**src/hw/fmt_events_pkg.sv**
```systemverilog
// Constants for the formatter event, enable, stack and branch-select block.
// Assumes one 40 MHz clock and an 8-bit microcontroller register port.
package fmt_events_pkg;
   // Register offsets on the microcontroller port.
   localparam logic [7:0] EVENT_FLAGS_OFS = 8'h7D;
   localparam logic [7:0] EVENT_ENABLE_OFS = 8'h7E;
   localparam logic [7:0] RING_STACK_OFS = 8'h7F;
   localparam logic [7:0] NEXT_ADDR_BASE = 8'h80;
   // Reset values of the cleared registers.
   localparam logic [7:0] EVENT_FLAGS_RST = 8'h00;
   localparam logic [7:0] EVENT_ENABLE_RST = 8'h00;
   // Event bit positions.
   localparam int EV_SECTOR_MARK = 0;
   localparam int EV_VECTOR_CRC = 1;
   localparam int EV_INPUT = 2;
   localparam int EV_STOPPED = 3;
   localparam int EV_BRANCH = 4;
   localparam int EV_XFER = 5;
   localparam int EV_OUTPUT = 6;
   localparam int EV_PARITY = 7;
   // Microword field positions.
   localparam int NA_LSB = 0;
   localparam int NA_MSB = 4;
   localparam int BR_LSB = 5;
   localparam int BR_MSB = 7;
   localparam int CTL_XFER_BIT = 0;
   localparam int CTL_OUTPUT_BIT = 2;
   localparam int CTL_STACK_BIT = 4;
   localparam int CTL_ALT_BIT = 7;
   localparam int CNT_PCRC_BIT = 6;
   // Address that stops the sequencer when fetched.
   localparam logic [4:0] STOP_ADDR = 5'h1F;
   // Branch command codes of the first table.
   localparam logic [2:0] BR_NEXT = 3'h0;
   localparam logic [2:0] BR_STOP_CRC = 3'h1;
   // Stack depth.
   localparam int STACK_DEPTH = 10;
endpackage

```
**src/hw/fmt_events.sv**
```systemverilog
// Formatter event flags, interrupt gating, ring stack and next-address pick.
// Assumes synchronous inputs and single-cycle strobes from the sequencer.
`timescale 1ns/1ps
module fmt_events
   import fmt_events_pkg::*;
#(
   parameter int DEPTH = STACK_DEPTH
) (
   input wire logic clock,
   input wire logic srst,
   input wire logic soft_reset,
   input wire logic [1:0] ctl_irq_enable,
   input wire logic edge_rising,
   input wire logic sector_mark_found_in,
   input wire logic seq_input,
   input wire logic vector_crc_error,
   input wire logic vector_parity_error,
   input wire logic seq_stopped,
   input wire logic word_end,
   input wire logic count_zero,
   input wire logic [7:0] word_next,
   input wire logic [7:0] word_control,
   input wire logic [7:0] word_count,
   input wire logic [7:0] word_data,
   input wire logic [7:0] branch_addr_reg,
   input wire logic use_data_target,
   input wire logic read_gate,
   input wire logic crc_error,
   input wire logic [7:0] push_data,
   input wire logic [7:0] addr,
   input wire logic [7:0] wdata,
   input wire logic wr,
   input wire logic rd,
   output logic [7:0] rdata,
   output logic disk_irq_n,
   output logic [4:0] fetch_addr,
   output logic fetch_valid,
   output logic seq_stop,
   output logic branch_hit
);

   // Elaboration check: the ring logic only serves depths from 2 to 16.
   // A deeper ring would need wider pointers than the four bits used here.
   if (DEPTH < 2 || DEPTH > 16) begin : g_depth_check
      $error("Stack depth out of range.");
   end

   // ****************************************************************
   // Decode and event detection
   // ****************************************************************

   // The soft reset acts exactly like the chip reset on these registers.
   wire clear_all = srst | soft_reset;
   wire wr_flags = wr && addr == EVENT_FLAGS_OFS;
   wire wr_enable = wr && addr == EVENT_ENABLE_OFS;
   wire rd_stack = rd && addr == RING_STACK_OFS;

   logic mark_reg;
   logic input_reg;
   logic stopped_reg;
   logic [7:0] flags_reg;
   logic [7:0] flags_next;
   logic [7:0] enable_reg;
   logic [7:0] ev_set;

   // Edge picker shared by the two edge inputs whose polarity is selectable.
   function automatic logic pick_edge(input logic now, input logic was,
                                      input logic rising);
      pick_edge = rising ? (now & ~was) : (~now & was);
   endfunction

   // One set strobe per flag; a strobe only has to last one cycle.
   assign ev_set[EV_SECTOR_MARK] = pick_edge(sector_mark_found_in,
      mark_reg, edge_rising);
   assign ev_set[EV_VECTOR_CRC] = vector_crc_error;
   assign ev_set[EV_INPUT] = pick_edge(seq_input, input_reg,
      edge_rising);
   assign ev_set[EV_STOPPED] = seq_stopped & ~stopped_reg;
   assign ev_set[EV_BRANCH] = branch_hit;
   assign ev_set[EV_XFER] = word_end & word_control[CTL_XFER_BIT];
   assign ev_set[EV_OUTPUT] = word_end & word_control[CTL_OUTPUT_BIT];
   assign ev_set[EV_PARITY] = vector_parity_error;

   // A new event beats a write-one clear in the same cycle.
   // Giving the event priority means that a write-one clear never loses a status change.
   assign flags_next = (flags_reg & ~(wr_flags ? wdata : 8'h00))
      | ev_set;

   // ****************************************************************
   // Flag and enable registers
   // ****************************************************************

   // Edge history registers. They reset to the idle low level, so that no
   // false edge appears straight after reset.
   always_ff @(posedge clock) begin
      if (srst) begin
         mark_reg <= 1'b0;
         input_reg <= 1'b0;
         stopped_reg <= 1'b0;
      end else begin
         mark_reg <= sector_mark_found_in;
         input_reg <= seq_input;
         stopped_reg <= seq_stopped;
      end
   end

   // Flags and enables, both cleared by either reset.
   always_ff @(posedge clock) begin
      if (clear_all) begin
         flags_reg <= EVENT_FLAGS_RST;
         enable_reg <= EVENT_ENABLE_RST;
      end else begin
         flags_reg <= flags_next;
         if (wr_enable) begin
            enable_reg <= wdata;
         end
      end
   end

   // Interrupt level; both control enables must be set as well.
   // Registered so that the pin cannot glitch while flags and enables move.
   wire irq_any = |(flags_reg & enable_reg);
   wire irq_gate = &ctl_irq_enable;
   always_ff @(posedge clock) begin
      if (srst) begin
         disk_irq_n <= 1'b1;
      end else begin
         disk_irq_n <= ~(irq_any & irq_gate);
      end
   end

   // ****************************************************************
   // Ring stack
   // ****************************************************************

   // Storage is never reset; contents are undefined until pushed.
   // Pointers are four bits wide, which bounds the depth at sixteen.
   logic [7:0] stack_mem [DEPTH];
   logic [3:0] top_reg;
   logic [3:0] rd_ptr_reg;
   wire push = word_end & word_control[CTL_STACK_BIT];

   // Ring stepping helpers; both wrap at the configured depth.
   function automatic logic [3:0] ring_dec(input logic [3:0] p);
      ring_dec = (p == 4'h0) ? 4'(DEPTH - 1) : p - 4'h1;
   endfunction
   function automatic logic [3:0] ring_inc(input logic [3:0] p);
      ring_inc = (p == 4'(DEPTH - 1)) ? 4'h0 : p + 4'h1;
   endfunction

   // Only pointers reset; the data array deliberately has no reset.
   // A push writes one slot past the top; that slot then holds the newest.
   always_ff @(posedge clock) begin
      if (push) begin
         stack_mem[ring_inc(top_reg)] <= push_data;
      end
   end

   // Oldest entry is overwritten once ten are stored.
   always_ff @(posedge clock) begin
      if (srst) begin
         top_reg <= 4'h0;
         rd_ptr_reg <= 4'h0;
      end else if (push) begin
         top_reg <= ring_inc(top_reg);
         rd_ptr_reg <= ring_inc(top_reg);
      end else if (rd_stack) begin
         rd_ptr_reg <= ring_dec(rd_ptr_reg);
      end
   end

   // Read data mux, registered onto the port.
   // Unmapped addresses read as zero, so a stray read never shows stack data.
   logic [7:0] rdata_next;
   always_comb begin
      unique case (addr)
         EVENT_FLAGS_OFS: rdata_next = flags_reg;
         EVENT_ENABLE_OFS: rdata_next = enable_reg;
         RING_STACK_OFS: rdata_next = stack_mem[rd_ptr_reg];
         default: rdata_next = 8'h00;
      endcase
   end
   always_ff @(posedge clock) begin
      if (srst) begin
         rdata <= 8'h00;
      end else if (rd) begin
         rdata <= rdata_next;
      end
   end

   // ****************************************************************
   // Next-address and branch selection
   // ****************************************************************

   // Command and address fields of the current microword.
   wire [2:0] br_cmd = word_next[BR_MSB:BR_LSB];
   // The first command table only applies with alternate select clear,
   // process-CRC set and the read gate open.
   wire first_table = ~word_control[CTL_ALT_BIT]
      & word_count[CNT_PCRC_BIT] & read_gate;
   wire stop_cond = first_table && br_cmd == BR_STOP_CRC
      && crc_error;
   wire [4:0] target = use_data_target ? word_data[4:0]
      : branch_addr_reg[4:0];
   wire [4:0] next_field = word_next[NA_MSB:NA_LSB];
   // Other command tables are not implemented; they take next address.
   wire [4:0] pick = next_field;
   wire do_fetch = word_end & count_zero;

   assign branch_hit = do_fetch & stop_cond;
   assign fetch_valid = do_fetch & ~stop_cond;
   assign fetch_addr = pick;
   // Fetching the stop address ends the program even when no branch fires.
   assign seq_stop = do_fetch & (stop_cond
      | (pick == STOP_ADDR));

   // Target is wired for later command tables only.
   wire unused_target = ^target;
endmodule // fmt_events

```
**config.mk**
```make
export PLATFORM = sky130hd
export DESIGN_NAME = fmt_events
export DESIGN_NICKNAME = d
export VERILOG_FILES = /design/src/hw/fmt_events_pkg.sv /design/src/hw/fmt_events.sv
export SDC_FILE = /design/constraint.sdc
export NUM_CORES = 1
export LEC_CHECK = 0
export CAP_MARGIN = 0
export CORE_ASPECT_RATIO = 1.4
export CORE_MARGIN = 2
export CORE_UTILIZATION = 35
export DETAILED_ROUTE_END_ITERATION = 16
export DONT_BUFFER_PORTS = 1
export PLACE_DENSITY = 0.58
export SLEW_MARGIN = 20
export SYNTH_ARGS = -nofsm -noshare
export SYNTH_HDL_FRONTEND = slang
export SYNTH_SLANG_ARGS = --single-unit
```
**constraint.sdc**
```tcl
create_clock -name clock -period 2.6 [get_ports clock]
set_input_delay 0.52 -clock clock [delete_from_list [all_inputs] [get_ports clock]]
set_output_delay 0.52 -clock clock [all_outputs]
set_load 0.005 [all_outputs]
```
==> results.toml, run 1 <==
[power]
power_uw = 4570
power.density_nw_per_um2 = 771
p_leak_uw = 0.00205
ir_drop_v = 0.000406

[sta]
rsz0062_at_grt = "false"
setup_viol = 0
period_share_pct = 72.6
period_minus_slack_ps = 1890
finalSetupTns_ps = 0
slew_violations = 0
worstMarginPinSlew_ps = 585
fmax_mhz = 530
skew_ps = 6.63
relSlewSlack_pct = 61.0
hold_viol = 0

[logic_synthesis]
yosysTopAreaCell = "edfxtp_1"
synth_ff_type = "edfxtp_1"
async_flop_share_pct = 0
synthAdderAreaFrac_pct = 0
avgSynthCellArea_sq_um = 13.8
yosysWarnings = 0
synth_cell_types = 51
synth_cells = 372
synth.yosys.seq_area_share_pct = 62.3
netlist_area_sq_um = 5140
synth_area_leaders = "edfxtp_1, dfxtp_1, mux4_2"
synth.net_count = 454
synth-compound-area-share_pct = 7.48
synth-edff-count = 80
synth-seq-cells = 120
synth_xor_area_share_pct = 0.682
synth_top_family_by_area = "simple AND/OR/NAND/NOR gates"
yosys.area_share.simple_pct = 13.7
synth_top_area_share_pct = 46.8
synthMuxAreaShare_pct = 12.1

[critical_path]
crit_arrival_ps = 2160
regToRegSetupSlack_ps = 710
rr_worst_depth = 4
worstSetupEndpointType = "flop"
cp_max_fo = 11
cp-start-kind = "flop"
criticalPathCategory = "reg2reg"
crit_required_ps = 2870
rr_endpoint = "rdata[3]"

[detailed_routing]
routedWlPerCell_um = 18.7
drt_iter0_markers = 164
drc_errors = 0
final_antenna_net_count = 0
routed-via-count = 3066
routed_via_density = 5.28
first_pass_iters = 4
wirelength_um = 10800

[cts]
root_buffer = "clkbuf_16"
cts_made_buffers = 17
htreeDepth = 4
cts.path.max_buffers = 2
post_cts_buffers = 0
cts_sinks = 120
post_cts_resize_count = 0
cts_hold_buf = 0
cts_tree = "built"
clkTransAtPathRegs_ps = 60
clock_latency_ps = 410

[cells_and_area]
largest_register = "stack_mem"
area_growth_pct = 15.4
final_common_cell = "edfxtp_1"
largest_reg_flops = 80
fillers = 1314
final_cell_mix = "edfxtp_1, dfxtp_1, mux2i_1, nor2_1, clkbuf_16"
final_layout_size_suffix_gt1_share_pct = 18.4
fin_nets = 460

[min_path]
min_to = "rd_ptr_reg[2]"
holdPathStages = 1
hp-start = "srst"
holdCritPathClass = "in2reg"

[grt]
grtUsageTotal_pct = 14.5
grt_max_degree = 27
overflow = 0
grt_pass1_vias = 3171
antenna_found_initial = 1
grt_pass1_wl_um = 16800

[place]
place.gp.congestion = 0.794
portBuffers = 0
hpwl_um = 7780

[die]
die-area_sq_um = 15700
initial_core_util_pct = 35.7
coreArea_sq_um = 14400
io_pins = 99
die-height_um = 147
fp-row-count = 52
die_w_um = 106

[run_status]
status = "complete, no violations"

[flow_run]
max-cap-violations = 0
==> final cells by class <==
cell class	count	area [sq um]	share of cell area, %
inverter	10	37.5	0.633
clock buffer	18	429	7.24
antenna	1	2.50	0.0422
tap	189	236	3.99
multi-input combinational	214	1740	29.4
timing repair buffer	15	113	1.90
sequential	120	3200	54.0
clock inverter	14	163	2.74
==> worst max-delay path: stages (launching register included) <==
cell and delay [ps]:
dfxtp_1 520, buf_4 320, mux4_2 540, mux2i_1 230
o221ai_1 140
==> power breakdown <==
group	internal (uW)	leakage [uW]	total (uW)	switching, uW
logic	81.7	0.000718	157	75.3
clock network	1430	0.000283	2320	883
registers	2070	0.00105	2090	28.9
total	3580	0.00205	4570	988
==> cells by family (layout without fill, tap and decap cells) <==
| logic type | count (synthesis) | count (layout) |
|---|---|---|
| AO/OA/AOI/OAI | 55 | 55 |
| XOR/XNOR | 4 | 4 |
| buffers and inverters | 38 | 57 |
| flip-flops | 120 | 120 |
| multiplexers | 42 | 42 |
| other | 0 | 1 |
| AND/OR/NAND/NOR | 113 | 113 |
==> stage by stage <==
| stage | hold slack (ps) | util, % | setup WS (ps) | cell area [sq um] | cells |
|---|---|---|---|---|---|
| 2_1_floorplan | 462 | - | 249 | 5140 | 372 |
| 3_3_place_gp | 482 | 37.1 | 607 | 5330 | 548 |
| 3_5_place_dp | 498 | 37.1 | 557 | 5330 | 548 |
| 4_1_cts | 160 | 41.2 | 693 | 5920 | 580 |
| 5_1_grt | 160 | 41.2 | 594 | 5930 | 581 |
| 6_report | 179 | 41.2 | 713 | 5930 | 581 |
==> routing by layer <==
metal	global-route usage (%)	routed length (um)	vias to the layer above
li1	-	-	1440
met5	0	0	-
met1	15.1	3960	1516
met4	8.03	338	0
met3	4.35	706	20
met2	25.6	5840	90
==> synthesized netlist by cell type, drive strengths merged (2+ instances only) <==
library cell	instances
edfxtp	80
dfxtp	40
mux2i	26
nor2	23
mux4	16
a21oi	14
and3b	14
buf	14
clkbuf	14
nand2	11
inv	10
nand2b	10
nor3	9
nor2b	8
nor4	8
o21ai	8
o2111ai	7
nand4	6
a211oi	5
a21o	5
a22oi	5
o221ai	5
nand3	4
nor3b	4
or3	3
and2b	2
and4b	2
nand4b	2
o211ai	2
or2	2
xnor2	2
xor2	2
==> worst max-delay path by stage <==
stage / start / endpoint / slack [ps] / cells past startpoint
final: flop / rdata[3] / 710 / 4
after CTS: flop / rdata[3] / 690 / 4
after global placement: addr[5] / flags_reg[0] / 610 / 4
after detailed placement: addr[5] / rdata[5] / 560 / 4
after floorplan: word_end / stack_mem[5][0] / 250 / 4
after global routing: flop / rdata[3] / 590 / 4
(Power assumes the default switching activity.)
==> run 2, diff against run 1 <==
- clock period: 2.6 -> 1.75 ns (I/O delays scaled with it)
==> run 2 against run 1 <==
Power up 50%. Fmax up 14%. First-iteration DRC count down 16%. Design area up 2.5%. Clock power up 50%. Combinational power up 77%. Die area unchanged. Critical path depth up 1. Non-clock buffer count up 10. Clock-buffer cell count down 1. Flip-flop and latch count unchanged.
==> results.toml, run 2 (same netlist as run 1, synthesis figures left out) <==
[die]
die_w_um = 106
die-area_sq_um = 15700
coreArea_sq_um = 14400
fp-row-count = 52
initial_core_util_pct = 35.7
io_pins = 99
die-height_um = 147

[critical_path]
regToRegSetupSlack_ps = 90
criticalPathCategory = "reg2reg"
rr_worst_depth = 5
cp_max_fo = 5
worstSetupEndpointType = "flop"
crit_required_ps = 2040
cp-start-kind = "flop"
rr_endpoint = "rdata[6]"
crit_arrival_ps = 1940

[detailed_routing]
final_antenna_net_count = 0
routed-via-count = 3057
drt_iter0_markers = 138
first_pass_iters = 4
routedWlPerCell_um = 18.6
drc_errors = 0
wirelength_um = 11000
routed_via_density = 5.18

[cts]
cts_tree = "built"
root_buffer = "clkbuf_16"
cts_sinks = 120
clkTransAtPathRegs_ps = 60
cts.path.max_buffers = 2
htreeDepth = 4
cts_made_buffers = 17
clock_latency_ps = 420

[cells_and_area]
area_growth_pct = 18.3
final_core_util_pct = 42.3
largest_reg_flops = 80
final_layout_size_suffix_gt1_share_pct = 23.2
final_common_cell = "edfxtp_1"
fin_nets = 470
largest_register = "stack_mem"
final_cell_mix = "edfxtp_1, dfxtp_1, mux2i_1, nor2_1, buf_4"
diodes = 0

[min_path]
holdPathStages = 0
min_to = "stack_mem[1][2]"
hp-start = "push_data[2]"
holdCritPathClass = "in2reg"

[grt]
grtUsageTotal_pct = 14.9
grt_max_degree = 20
grt_pass1_wl_um = 17200
antenna_found_initial = 0
overflow = 0
grt_pass1_vias = 3239

[sta]
fmax_mhz = 603
skew_ps = 12.2
period_minus_slack_ps = 1660
rsz0062_at_grt = "false"
setup_viol = 0
relSlewSlack_pct = 59.4
worstMarginPinSlew_ps = 606
slew_violations = 0
period_share_pct = 94.7
hold_viol = 0

[power]
p_leak_uw = 0.00212
power_uw = 6850
power.density_nw_per_um2 = 1130
ir_drop_v = 0.000615

[flow_run]
max-cap-violations = 0

[place]
hpwl_um = 7900
portBuffers = 0
place.gp.congestion = 0.779

[run_status]
status = "complete, no violations"
## run 2: critical path, cell delays in order, from the launching register on
cell,delay (ps)
dfxtp_2,350
buf_12,120
mux4_2,510
mux2i_2,170
nor4_1,60
or3_1,320
## run 2: per-stage QoR
stage                     hold slack, ps  setup slack [ps]  setup TNS, ps  area, sq um  cells
after global placement               429              36.9              0         5460    556
after detailed placement             430              38.4              0         5460    556
final                               25.6              92.2              0         6080    590
after global routing                7.05              23.0              0         6080    590
after floorplan                      447              -157          -6690         5190    372
after CTS                           10.1              35.8              0         6070    589
## run 2: area by class of cell
type	count	area, sq um
Fill cell	1281	8300
Sequential cell	120	3200
Clock inverter	15	173
Tap cell	189	236
Multi-Input combinational cell	214	1800
Clock buffer	17	425
Inverter	10	37.5
Timing Repair Buffer	25	203
## run 2: layer usage
layer / vias up / GRT usage, % / wire [um]
met5: - / 0 / 0
met4: 0 / 8.09 / 393
met3: 22 / 4.79 / 643
met2: 89 / 27.1 / 5910
met1: 1484 / 14.7 / 4020
li1: 1462 / - / -
## run 2: what timing repair did
action,in CTS,in global routing
setup endpoints to repair,1,2
hold buffers,1,0
gates cloned,0,0
endpoints found under the hold margin,12,0
buffers inserted,0,1
resized for setup,1,1
## run 2: how the worst max path moves through the flow
stage                     slack (ps)         endpoint  cells after the start
after floorplan                 -160  stack_mem[1][0]                      4
after global placement            40         rdata[6]                      5
after detailed placement          40         rdata[6]                      5
after CTS                         40         rdata[6]                      5
after global routing              20         rdata[6]                      5
final                             90         rdata[6]                      5
## run 2: power by group
part	internal [uW]	switching, uW
Combinational	139	139
Clock	2050	1420
Sequential	3070	30.9
==> run 3, diff against run 2 <==
- RECOVER_POWER: default -> 100
==> run 3 against run 2 <==
Flip-flop and latch count did not move. Clock-buffer cell count did not move. Sequential power barely moved. Sequential share of layout area rose by 1.1 points. Register-to-register slack barely moved. Via count barely moved. First-iteration DRC count fell by 22%. Global-route usage did not move.
==> results.toml, run 3 (same netlist as run 1, synthesis figures left out) <==
[place]
place.gp.congestion = 0.779
portBuffers = 0
pre_cts_slack_ps = 38.4
hpwl_um = 7900

[sta]
skew_ps = 12.5
rsz0062_at_grt = "false"
slew_violations = 0
worstMarginPinSlew_ps = 634
relSlewSlack_pct = 57.6
hold_viol = 0
period_share_pct = 94.6
period_minus_slack_ps = 1650
hold_ws_ps = 25.2
fin_ws_ps = 95.0
fmax_mhz = 604
setup_viol = 0

[die]
die_w_um = 106
die-height_um = 147
io_pins = 99
die-area_sq_um = 15700
fp-row-count = 52
coreArea_sq_um = 14400
initial_core_util_pct = 35.7

[min_path]
hp-start = "push_data[2]"
min_to = "stack_mem[1][2]"
holdCritPathClass = "in2reg"
holdPathStages = 0

[detailed_routing]
routed_via_density = 5.19
drc_errors = 0
first_pass_iters = 4
final_antenna_net_count = 0
routed-via-count = 3060
drt_iter0_markers = 108
routedWlPerCell_um = 18.6
wirelength_um = 11000

[cells_and_area]
final_layout_size_suffix_gt1_share_pct = 18.7
fillers = 1309
largest_register = "stack_mem"
final_common_cell = "edfxtp_1"
area_growth_pct = 16.0
largest_reg_flops = 80
diodes = 0
final_cell_mix = "edfxtp_1, dfxtp_1, mux2i_1, nor2_1, clkbuf_16"
fin_nets = 470
final_core_util_pct = 41.4

[flow_run]
max-cap-violations = 0

[grt]
grt_pass1_wl_um = 17200
overflow = 0
grt_max_degree = 20
grtUsageTotal_pct = 14.9
antenna_found_initial = 0
grt_pass1_vias = 3239

[cts]
clock_latency_ps = 420
cts_made_buffers = 17
root_buffer = "clkbuf_16"
clkTransAtPathRegs_ps = 60
htreeDepth = 4
cts_tree = "built"
cts_sinks = 120
cts.path.max_buffers = 2

[power]
power.density_nw_per_um2 = 1150
p_leak_uw = 0.00208
ir_drop_v = 0.000616

[critical_path]
crit_required_ps = 2040
crit_arrival_ps = 1940
rr_endpoint = "rdata[6]"
rr_worst_depth = 5
worstSetupEndpointType = "flop"
cp_max_fo = 5
cp-start-kind = "flop"
criticalPathCategory = "reg2reg"
regToRegSetupSlack_ps = 100

[run_status]
status = "complete, no violations"
==> run 3: cell types whose count changed in the layout (fill, tap and decap cells not counted), moves of 3 or more <==
cell / delta
a211oi_1: +3
nor3_1: +4
a211oi_2: -3
nor4_1: +6
clkbuf_1: +3
buf_4: -13
nor4_2: -6
clkbuf_2: +10
nor3_2: -4
==> run 3: final cells by class <==
type	count	area (sq um)	area share, %
clock inverter	15	173	2.90
multi-input combinational	214	1710	28.8
clock buffer	17	425	7.14
sequential	120	3200	53.8
timing repair buffer	25	166	2.79
inverter	10	37.5	0.630
tap	189	236	3.97
==> run 3: routing by layer <==
metal  up-vias  GRT usage, %  wire (um)
met2        86          27.1       5910
met5         -             0          0
met1      1490          14.7       4030
li1       1462             -          -
met4         0          8.09        402
met3        22          4.79        641
==> run 3: power by group <==
part           total (uW)  leakage, uW  internal (uW)  switching (uW)
registers            3100      0.00105           3070            30.5
logic                 263     0.000740            133             130
clock network        3470     0.000292           2050            1420
==> run 3: how the worst max path moves through the flow <==
| stage | cells after the start | startpoint | end |
|---|---|---|---|
| 5_1_grt | 3 | top_reg[1] | stack_mem[0][1] |
| 3_5_place_dp | 5 | flop | rdata[6] |
| 3_3_place_gp | 5 | flop | rdata[6] |
| 2_1_floorplan | 4 | word_end | stack_mem[1][0] |
| 4_1_cts | 5 | flop | rdata[6] |
| 6_report | 5 | flop | rdata[6] |
==> run 3: repair_timing <==
action                                  CTS  global route
resized for setup                         1             1
hold endpoints to repair                 12             0
setup buffers                             0             1
hold buffers                              1             0
endpoints found under the setup margin    1             2
pin swaps                                 0             0
==> run 3: worst max-delay path, stage by stage, from the launching register on <==
cell	delay, ps
dfxtp_2	350
buf_12	120
mux4_2	510
mux2i_2	170
nor4_1	60
or3_1	320
==> run 3: per-stage QoR <==
step,std cells,setup TNS [ps],total power [uW],cell area [sq um]
4_1_cts,589,0,6920,6070
6_report,590,0,6830,5960
3_5_place_dp,556,0,3430,5460
5_1_grt,590,0,7070,5960
3_3_place_gp,556,0,3420,5460
2_1_floorplan,372,-6690,3390,5190
